===== config.mk =====
export PLATFORM = sky130hd
export DESIGN_NAME = tsec_top
export DESIGN_NICKNAME = d
export VERILOG_FILES = /design/src/hdl/tsec_pkg.sv /design/src/hdl/tsec_sys_stage.sv /design/src/hdl/tsec_top.sv
export SDC_FILE = /design/constraint.sdc
export NUM_CORES = 2
export LEC_CHECK = 0
export ABC_AREA = 0
export BUFFER_PORTS_ARGS = -buffer_cell sky130_fd_sc_hd__buf_2
export CORE_MARGIN = 4
export CORE_UTILIZATION = 40
export CTS_CLUSTER_SIZE = 24
export DETAILED_ROUTE_END_ITERATION = 6
export GPL_TIMING_DRIVEN = 0
export PLACE_DENSITY = 0.61
export SLEW_MARGIN = 5
export SYNTH_ARGS = -nofsm -noshare
export SYNTH_HDL_FRONTEND = slang
export SYNTH_SLANG_ARGS = --single-unit

===== constraint.sdc =====
create_clock -name clk -period 8.7 [get_ports clk]
set_clock_uncertainty 0.05 [all_clocks]
set_input_delay 1.305 -clock clk [delete_from_list [all_inputs] [get_ports clk]]
set_output_delay 1.305 -clock clk [all_outputs]
set_load 0.02 [all_outputs]

===== src/hdl/tsec_pkg.sv =====
package tsec_pkg;

  // Sizes of the two stages.
  localparam int NSRC = 96;
  localparam int NWORD = 3;
  localparam int NASSIGN = 12;
  localparam int NGP = 7;
  localparam int NCLASS = 5;
  localparam int CODE_W = 4;

  // Register byte offsets.
  localparam logic [7:0] OFF_CORE_LATCH = 8'h00;
  localparam logic [7:0] OFF_CORE_MASK = 8'h04;
  localparam logic [7:0] OFF_CORE_PEND = 8'h08;
  localparam logic [7:0] OFF_CORE_CTRL = 8'h0c;
  localparam logic [7:0] OFF_SYS_MASK = 8'h10;
  localparam logic [7:0] OFF_SYS_STAT = 8'h1c;
  localparam logic [7:0] OFF_STAT_END = 8'h28;
  localparam logic [7:0] OFF_ASSIGN = 8'h40;
  localparam logic [7:0] OFF_ASSIGN_END = 8'h70;

  // Reset values and fixed fields.
  localparam logic [15:0] CORE_LATCH_RST = 16'h0000;
  localparam logic [15:0] CORE_MASK_RST = 16'h000f;
  localparam logic [15:0] CORE_MASK_FIX = 16'h000f;
  localparam logic [15:0] CORE_MASK_WR = 16'hffe0;
  localparam logic [31:0] SYS_MASK_RST = 32'h0000_0000;
  localparam int CTRL_GIE_BIT = 0;
  localparam logic CTRL_GIE_RST = 1'b1;

  // Fixed core priorities, 0 is highest.
  localparam logic [3:0] LVL_EMULATION = 4'h0;
  localparam logic [3:0] LVL_RESET = 4'h1;
  localparam logic [3:0] LVL_NMI = 4'h2;
  localparam logic [3:0] LVL_EXCEPTION = 4'h3;
  localparam logic [3:0] LVL_RESERVED = 4'h4;
  localparam logic [3:0] LVL_HW_ERROR = 4'h5;
  localparam logic [3:0] LVL_CORE_TIMER = 4'h6;
  localparam logic [3:0] LVL_GP_BASE = 4'h7;
  localparam logic [4:0] LVL_NONE = 5'h10;
  localparam logic [2:0] CODE_MAX = 3'h6;

  // Shared and watchdog peripheral source identifiers.
  localparam int SRC_WATCHDOG = 23;
  localparam int SRC_DMA_SHARED = 63;

  // Default assignment codes, one nibble per source, lowest id low.
  localparam logic [31:0] ASSIGN_RST [NASSIGN] = '{
    32'h1000_0000, 32'h3332_2221, 32'h6665_5444, 32'h0000_0000,
    32'h3222_2220, 32'h4443_3333, 32'h0044_4664, 32'h0000_0000,
    32'h4411_1111, 32'h4444_4444, 32'h4444_4444, 32'h5544_4444};

  typedef struct packed {
    logic valid;
    logic [3:0] level;
  } tsec_offer_type;

endpackage


===== src/hdl/tsec_sys_stage.sv =====
`timescale 1ns/1ps
`default_nettype none

module tsec_sys_stage import tsec_pkg::*; (
  input wire logic clk, // Clock, used by the checks only.
  input wire logic rstn, // Reset, used by the checks only.
  input wire logic [NSRC-1:0] src, // Synchronised source levels.
  input wire logic [NSRC-1:0] mask, // Set bit forwards the source.
  input wire logic [NSRC*CODE_W-1:0] codes, // Assignment code per source.
  output logic [NGP-1:0] gp_req // Requests for levels 7 to 13.
);

  // Codes above six route nowhere.
  always_comb begin
    gp_req = '0;
    for (int i = 0; i < NSRC; i++) begin
      if (src[i] && mask[i] && codes[CODE_W*i+3] == 1'b0
          && codes[CODE_W*i +: 3] <= CODE_MAX) begin
        gp_req[codes[CODE_W*i +: 3]] = 1'b1;
      end
    end
  end
endmodule // tsec_sys_stage

`default_nettype wire


===== src/hdl/tsec_top.sv =====
`timescale 1ns/1ps
`default_nettype none

module tsec_top import tsec_pkg::*; (
  input wire logic clk, // 50 MHz clock.
  input wire logic rstn, // Asynchronous reset, active low.
  input wire logic [7:0] reg_addr, // Register byte address.
  input wire logic [31:0] reg_wdata, // Register write data.
  input wire logic reg_we, // Register write strobe.
  input wire logic reg_re, // Register read strobe.
  output logic [31:0] reg_rdata, // Read data, cycle after strobe.
  input wire logic [NSRC-1:0] irq_src, // Peripheral requests, async.
  input wire logic [3:0] dma_req_irq, // Shared DMA request sources.
  input wire logic nmi_pin, // Non-maskable pin, async.
  input wire logic wdog_nmi, // Watchdog non-maskable request.
  input wire logic emulation_req, // Test port request, async.
  input wire logic reset_req, // Reset event request, async.
  input wire logic exc_req, // Synchronous exception pulse.
  input wire logic hw_err, // Hardware error pulse.
  input wire logic core_tmr, // Core timer pulse.
  input wire logic raise_valid, // Software raise strobe.
  input wire logic [3:0] raise_level, // Level to raise.
  output tsec_offer_type event_offer, // Event offered to sequencer.
  input wire logic event_ack, // Sequencer takes the offer.
  input wire logic event_ret, // Return from innermost event.
  input wire logic [31:0] ret_pc, // Resume address at accept.
  output logic [31:0] ret_addr, // Return address, innermost.
  output logic save_state, // Push state on supervisor stack.
  output logic emulation_mode, // Core is in emulation mode.
  output logic proc_reset // Reset the processor, pulse.
);

  localparam int SW = NSRC + 7;

  logic [SW-1:0] sy1_r;
  logic [SW-1:0] sy2_r;
  logic nmi_d_r;
  logic nmi_s;
  logic emulation_s;
  logic rst_s;
  logic [NSRC-1:0] src_eff;
  logic [31:0] sys_mask_r [NWORD];
  logic [31:0] assign_r [NASSIGN];
  logic [NSRC-1:0] mask_flat;
  logic [NSRC*CODE_W-1:0] codes_flat;
  logic [NGP-1:0] gp_req;
  logic [15:0] latch_r;
  logic [15:0] latch_nxt;
  logic [15:0] mask_r;
  logic [15:0] pend_r;
  logic [15:0] pend_nxt;
  logic gie_r;
  logic [15:0] en;
  logic [15:0] cand;
  logic [15:0] set_vec;
  logic [4:0] cand_lvl;
  logic [4:0] top_pend;
  logic accept;
  logic [31:0] ret_arr_r [NCLASS];
  logic [31:0] rdata_r;
  logic [31:0] rdata_nxt;
  logic save_r;
  logic emulation_mode_r;
  logic preset_r;
  logic [31:0] ret_addr_r;
  logic hit_latch;
  logic hit_mask;
  logic hit_pend;
  logic hit_ctrl;
  logic hit_smask;
  logic hit_sstat;
  logic hit_asg;
  logic [1:0] sm_idx;
  logic [1:0] ss_idx;
  logic [3:0] as_idx;

  function automatic logic [4:0] first_set(input logic [15:0] v);
    first_set = LVL_NONE;
    for (int i = 15; i >= 0; i--) begin
      if (v[i]) begin
        first_set = 5'(i);
      end
    end
  endfunction

  function automatic logic [2:0] class_of(input logic [4:0] lvl);
    class_of = (lvl < 5'(LVL_RESERVED)) ? lvl[2:0] : 3'h4;
  endfunction

  // Pins and foreign-domain requests pass two flip-flops first.
  always_ff @(posedge clk or negedge rstn) begin
    if (!rstn) begin
      sy1_r <= '0;
      sy2_r <= '0;
      nmi_d_r <= 1'b0;
    end else begin
      sy1_r <= {reset_req, emulation_req, nmi_pin, dma_req_irq, irq_src};
      sy2_r <= sy1_r;
      nmi_d_r <= nmi_s;
    end
  end

  always_comb begin
    nmi_s = sy2_r[NSRC+4];
    emulation_s = sy2_r[NSRC+5];
    rst_s = sy2_r[NSRC+6];
    src_eff = sy2_r[NSRC-1:0];
    src_eff[SRC_DMA_SHARED] = sy2_r[SRC_DMA_SHARED]
                              | (|sy2_r[NSRC+3:NSRC]);
  end

  always_comb begin
    for (int w = 0; w < NWORD; w++) begin
      mask_flat[32*w +: 32] = sys_mask_r[w];
    end
    for (int r = 0; r < NASSIGN; r++) begin
      codes_flat[32*r +: 32] = assign_r[r];
    end
  end

  tsec_sys_stage i_tsec_sys_stage (
    .clk(clk),
    .rstn(rstn),
    .src(src_eff),
    .mask(mask_flat),
    .codes(codes_flat),
    .gp_req(gp_req)
  );

  // Register decode; misaligned addresses hit nothing.
  always_comb begin
    hit_latch = reg_addr == OFF_CORE_LATCH;
    hit_mask = reg_addr == OFF_CORE_MASK;
    hit_pend = reg_addr == OFF_CORE_PEND;
    hit_ctrl = reg_addr == OFF_CORE_CTRL;
    hit_smask = reg_addr >= OFF_SYS_MASK && reg_addr < OFF_SYS_STAT
                && reg_addr[1:0] == 2'h0;
    hit_sstat = reg_addr >= OFF_SYS_STAT && reg_addr < OFF_STAT_END
                && reg_addr[1:0] == 2'h0;
    hit_asg = reg_addr >= OFF_ASSIGN && reg_addr < OFF_ASSIGN_END
              && reg_addr[1:0] == 2'h0;
    sm_idx = 2'((reg_addr - OFF_SYS_MASK) >> 2);
    ss_idx = 2'((reg_addr - OFF_SYS_STAT) >> 2);
    as_idx = 4'((reg_addr - OFF_ASSIGN) >> 2);
  end

  always_ff @(posedge clk or negedge rstn) begin
    if (!rstn) begin
      for (int w = 0; w < NWORD; w++) begin
        sys_mask_r[w] <= SYS_MASK_RST;
      end
    end else if (reg_we && hit_smask) begin
      sys_mask_r[sm_idx] <= reg_wdata;
    end
  end

  always_ff @(posedge clk or negedge rstn) begin
    if (!rstn) begin
      for (int r = 0; r < NASSIGN; r++) begin
        assign_r[r] <= ASSIGN_RST[r];
      end
    end else if (reg_we && hit_asg) begin
      assign_r[as_idx] <= reg_wdata;
    end
  end

  always_ff @(posedge clk or negedge rstn) begin
    if (!rstn) begin
      mask_r <= CORE_MASK_RST;
      gie_r <= CTRL_GIE_RST;
    end else begin
      if (reg_we && hit_mask) begin
        mask_r <= (reg_wdata[15:0] & CORE_MASK_WR) | CORE_MASK_FIX;
      end
      if (reg_we && hit_ctrl) begin
        gie_r <= reg_wdata[CTRL_GIE_BIT];
      end
    end
  end

  // Events raised this cycle; level sources relatch only when idle.
  always_comb begin
    set_vec = '0;
    set_vec[LVL_EMULATION] = emulation_s & ~pend_r[LVL_EMULATION];
    set_vec[LVL_RESET] = rst_s & ~pend_r[LVL_RESET];
    set_vec[LVL_NMI] = (nmi_s & ~nmi_d_r) | wdog_nmi;
    set_vec[LVL_EXCEPTION] = exc_req;
    set_vec[LVL_HW_ERROR] = hw_err;
    set_vec[LVL_CORE_TIMER] = core_tmr;
    set_vec[LVL_GP_BASE +: NGP] = gp_req & ~pend_r[LVL_GP_BASE +: NGP];
    if (raise_valid && raise_level != LVL_RESERVED) begin
      set_vec[raise_level] = 1'b1;
    end
  end

  // Global enable gates only general levels; classes below 4 never mask.
  always_comb begin
    en = mask_r & {{9{gie_r}}, 7'h6f};
    cand = latch_r & en;
    cand_lvl = first_set(cand);
    top_pend = first_set(pend_r);
    event_offer.valid = cand_lvl < top_pend;
    event_offer.level = cand_lvl[3:0];
    accept = event_ack && event_offer.valid;
  end

  // A hardware set wins over both accept and software clear.
  always_comb begin
    latch_nxt = latch_r;
    if (accept) begin
      latch_nxt[event_offer.level] = 1'b0;
    end
    if (reg_we && hit_latch) begin
      latch_nxt = (latch_nxt & mask_r) | (reg_wdata[15:0] & ~mask_r);
    end
    latch_nxt = latch_nxt | set_vec;
    latch_nxt[LVL_RESERVED] = 1'b0;
  end

  always_comb begin
    pend_nxt = pend_r;
    if (event_ret && top_pend != LVL_NONE) begin
      pend_nxt[top_pend[3:0]] = 1'b0;
    end
    if (accept) begin
      pend_nxt[event_offer.level] = 1'b1;
    end
  end

  always_ff @(posedge clk or negedge rstn) begin
    if (!rstn) begin
      latch_r <= CORE_LATCH_RST;
      pend_r <= '0;
    end else begin
      latch_r <= latch_nxt;
      pend_r <= pend_nxt;
    end
  end

  // Return addresses are kept per event class.
  always_ff @(posedge clk or negedge rstn) begin
    if (!rstn) begin
      for (int c = 0; c < NCLASS; c++) begin
        ret_arr_r[c] <= '0;
      end
      ret_addr_r <= '0;
    end else begin
      if (accept) begin
        ret_arr_r[class_of({1'b0, event_offer.level})] <= ret_pc;
      end
      ret_addr_r <= ret_arr_r[class_of(top_pend)];
    end
  end

  always_ff @(posedge clk or negedge rstn) begin
    if (!rstn) begin
      save_r <= 1'b0;
      preset_r <= 1'b0;
      emulation_mode_r <= 1'b0;
    end else begin
      save_r <= accept;
      preset_r <= accept && event_offer.level == LVL_RESET;
      if (accept && event_offer.level == LVL_EMULATION) begin
        emulation_mode_r <= 1'b1;
      end else if (event_ret && top_pend == 5'(LVL_EMULATION)) begin
        emulation_mode_r <= 1'b0;
      end
    end
  end

  // Read data stand only in the cycle after the strobe.
  always_comb begin
    rdata_nxt = '0;
    if (reg_re) begin
      if (hit_latch) begin
        rdata_nxt = {16'h0000, latch_r};
      end else if (hit_mask) begin
        rdata_nxt = {16'h0000, mask_r};
      end else if (hit_pend) begin
        rdata_nxt = {16'h0000, pend_r};
      end else if (hit_ctrl) begin
        rdata_nxt = {31'h0, gie_r};
      end else if (hit_smask) begin
        rdata_nxt = sys_mask_r[sm_idx];
      end else if (hit_sstat) begin
        rdata_nxt = src_eff[32*ss_idx +: 32];
      end else if (hit_asg) begin
        rdata_nxt = assign_r[as_idx];
      end
    end
  end

  always_ff @(posedge clk or negedge rstn) begin
    if (!rstn) begin
      rdata_r <= '0;
    end else begin
      rdata_r <= rdata_nxt;
    end
  end

  always_comb begin
    reg_rdata = rdata_r;
    ret_addr = ret_addr_r;
    save_state = save_r;
    emulation_mode = emulation_mode_r;
    proc_reset = preset_r;
  end
endmodule // tsec_top

`default_nettype wire


==> flow_summary.toml <==
[synthesis]
avgSynthCellArea_um2 = 12.2
synth_edf_count = 0
yosysWarnings = 0
synth.area.top_cells = "dfrtp_1 (46%), mux2_2 (15%), dfstp_2 (4.9%)"
synth-async-reset-ratio = 1.00
synth_fp_nets = 4084
synth_cell_types = 90
synth_seq_cells = 957
synth_area_um2 = 47500
yosysTopAreaCell = "dfrtp_1"
syn-instance-count = 3886
synth_top_area_frac = 0.458
synth_seq_area_share = 0.507
synth_ff_type = "dfrtp_1"

[cells_and_area]
ff_latch_area_um2 = 24100
final_common_cell = "dfrtp_1"
fin_area_um2 = 54800
post-route-util = 0.465
areaGrowthSynthToFinish_pct = 15.5
final_cell_mix = "dfrtp_1 (868), mux2_2 (647), buf_2 (313), nand2_1 (242), nand2b_1 (182)"
fin_nets = 4469
drive_gt1_frac = 0.336
n_fill_cell = 10800
multi_input_area_um2 = 22400

[detailed_routing]
vias = 42500
wirelength_um = 304000
drt_first_iter_violations = 7168
vias_per_cell = 7.18
drt_first_pass_iters = 7
wire_per_inst_um = 51.2
drc = 17
postRouteAntennaNets = 0

[die]
initial_core_util = 0.403
dieArea_um2 = 124000
ios = 262
die_w_um = 353
chipHeight_um = 353
core_area_um2 = 118000
rows = 126

[power_and_ir_drop]
switching_share = 0.323
powerDensity_nw_per_um2 = 231
p_switching_uw = 4080
peakVddDrop_mv = 0.231
p_leak_uw = 0.0235
power_frac_clock = 0.362
comb_power_share = 0.206
seqPwrFrac = 0.432
p_int_uw = 8560

[flow_run]
cap_violations = 13

[grt]
track_usage = 0.477
gr-total-overflow = 0
grt_pass1_vias = 39500
antenna_found_initial = 53
grt_pass1_wl_um = 390000
grt_max_degree = 119

[clock_tree]
cts_max_level = 3
cts_buffers = 101
clock_path_buffers = 3
cts-root-buf = "clkbuf_16"
hold_buffers = 0
clk_pin_slew_ps = 60
cts_tree = "yes"
postCtsSetupBuffers = 0
cts_resized = 0
clock_sinks = 957
clk_latency_ps = 780

[worst_hold_path]
min_path_type = "flop to flop"

[placement]
gp_congestion = 1.14
portBuffers = 259
place_hpwl_um = 237000
placed_cell_area_um2 = 51200

[worst_setup_path]
worst-path-max-fanout = 11
crit_path_end_kind = "flop"
crit_required_ps = 9280
cp.arrival_ps = 9730
path_class = "input pin to flop"
startpoint_type = "input pin"

[timing]
period_share = 1.05
hold_viol = 0
fin_ws_ps = -452
maxSlewViolCount = 88
slew_headroom = -0.117
clock.fmax_ghz = 0.109
layout_min_cycle_time_ps = 9150
fin_setup_tns_ps = -792
setup_viol = 3
rsz0062_at_grt = "false"
tightestPinTransition_ps = 1660

[run_status]
violations = "DRC, capacitance limit, slew limit, setup timing"
status = "finished with violations"
==> critical path, cell delays in order <==
cell and delay, ps:
buf_2 150, buf_2 170, buf_2 530, buf_2 720
clkinv_1 810, clkbuf_2 680, ha_1 480, buf_2 670
buf_2 830, clkbuf_2 900, clkbuf_2 880, nor3b_1 190
a21oi_1 850, o32a_1 340, a21oi_1 130
==> state kept, by name, summed over array words and instances, names as in the netlist, 11 cells and up <==
register,count
ret_addr,32
assign_r,384
latch_r,15
pend_r,16
reg_rdata,32
sy2_r,103
ret_arr_r,160
sy1_r,103
mask_flat,96
mask_r,11
==> Yosys cell counts (all sizes together) (27+ instances only) <==
cell type	instances
nand2	242
nor3	178
a21oi	77
mux4	84
dfstp	89
nand4b	92
nand4	27
nor4	63
o22ai	130
inv	51
nand3	45
nand4bb	41
nor2	113
buf	97
a221oi	38
mux2i	42
dfrtp	868
a31oi	50
nor3b	53
o21ai	110
o221ai	44
clkbuf	108
mux2	720
o32ai	68
nand2b	182
or4bb	27
==> final cells by class <==
class	count	area share
Sequential cell	957	0.439
Multi-Input combinational cell	2672	0.408
Clock buffer	149	0.0532
Tap cell	1536	0.0351
Timing Repair Buffer	282	0.0307
Buffer	205	0.0180
Clock inverter	40	0.0107
Inverter	52	0.00356
Antenna cell	33	0.00151
==> per-stage QoR <==
stage / hold WS [ps] / power [uW] / setup WS, ps / instances
2_1_floorplan: 281 / 6870 / 4200 / 3886
3_3_place_gp: 281 / 7990 / -14480 / 5681
3_5_place_dp: 285 / 8040 / -649 / 5703
4_1_cts: 253 / 12600 / 152 / 5892
5_1_grt: 286 / 13000 / 206 / 5898
6_report: 274 / 12600 / -452 / 5926
==> worst paths after layout <==
kind / from / slack (ps) / end / cells after the start
worst max-delay path: reg_addr[2] / -450 / reg_rdata[5] / 15
worst min-delay path: sy1_r[42] / 270 / sy2_r[42] / 0
worst max register to register: assign_r[96] / 3550 / latch_r[9] / 7
worst min register to register: sy1_r[42] / 270 / sy2_r[42] / 0
max in group asynchronous: rstn / 5570 / ret_arr_r[143] / 6
min in group asynchronous: rstn / 440 / assign_r[318] / 1
==> cell families after synthesis <==
family | count (synthesis) | synth area share
flops | 957 | 0.507
fa+ha+maj | 8 | 0.00211
mux | 846 | 0.225
compound gates | 644 | 0.0947
simple gates | 1174 | 0.148
buf+inv | 257 | 0.0243
==> power groups by stage <==
| stage | clock network [uW] | logic (uW) | registers, uW |
|---|---|---|---|
| after CTS | 4570 | 2560 | 5420 |
| after global placement | 0 | 2500 | 5490 |
| after detailed placement | 0 | 2550 | 5490 |
| after global routing | 4770 | 2740 | 5480 |
| final | 4570 | 2610 | 5460 |
| after floorplan | 0 | 1500 | 5360 |
==> layer usage <==
metal,up-vias,global-route usage,wire [um]
li1,15800,-,-
met1,22100,0.615,117000
met2,3666,0.633,118000
met3,945,0.231,42700
met4,50,0.305,25400
met5,-,0.00769,472
(Power assumes the default switching activity.)
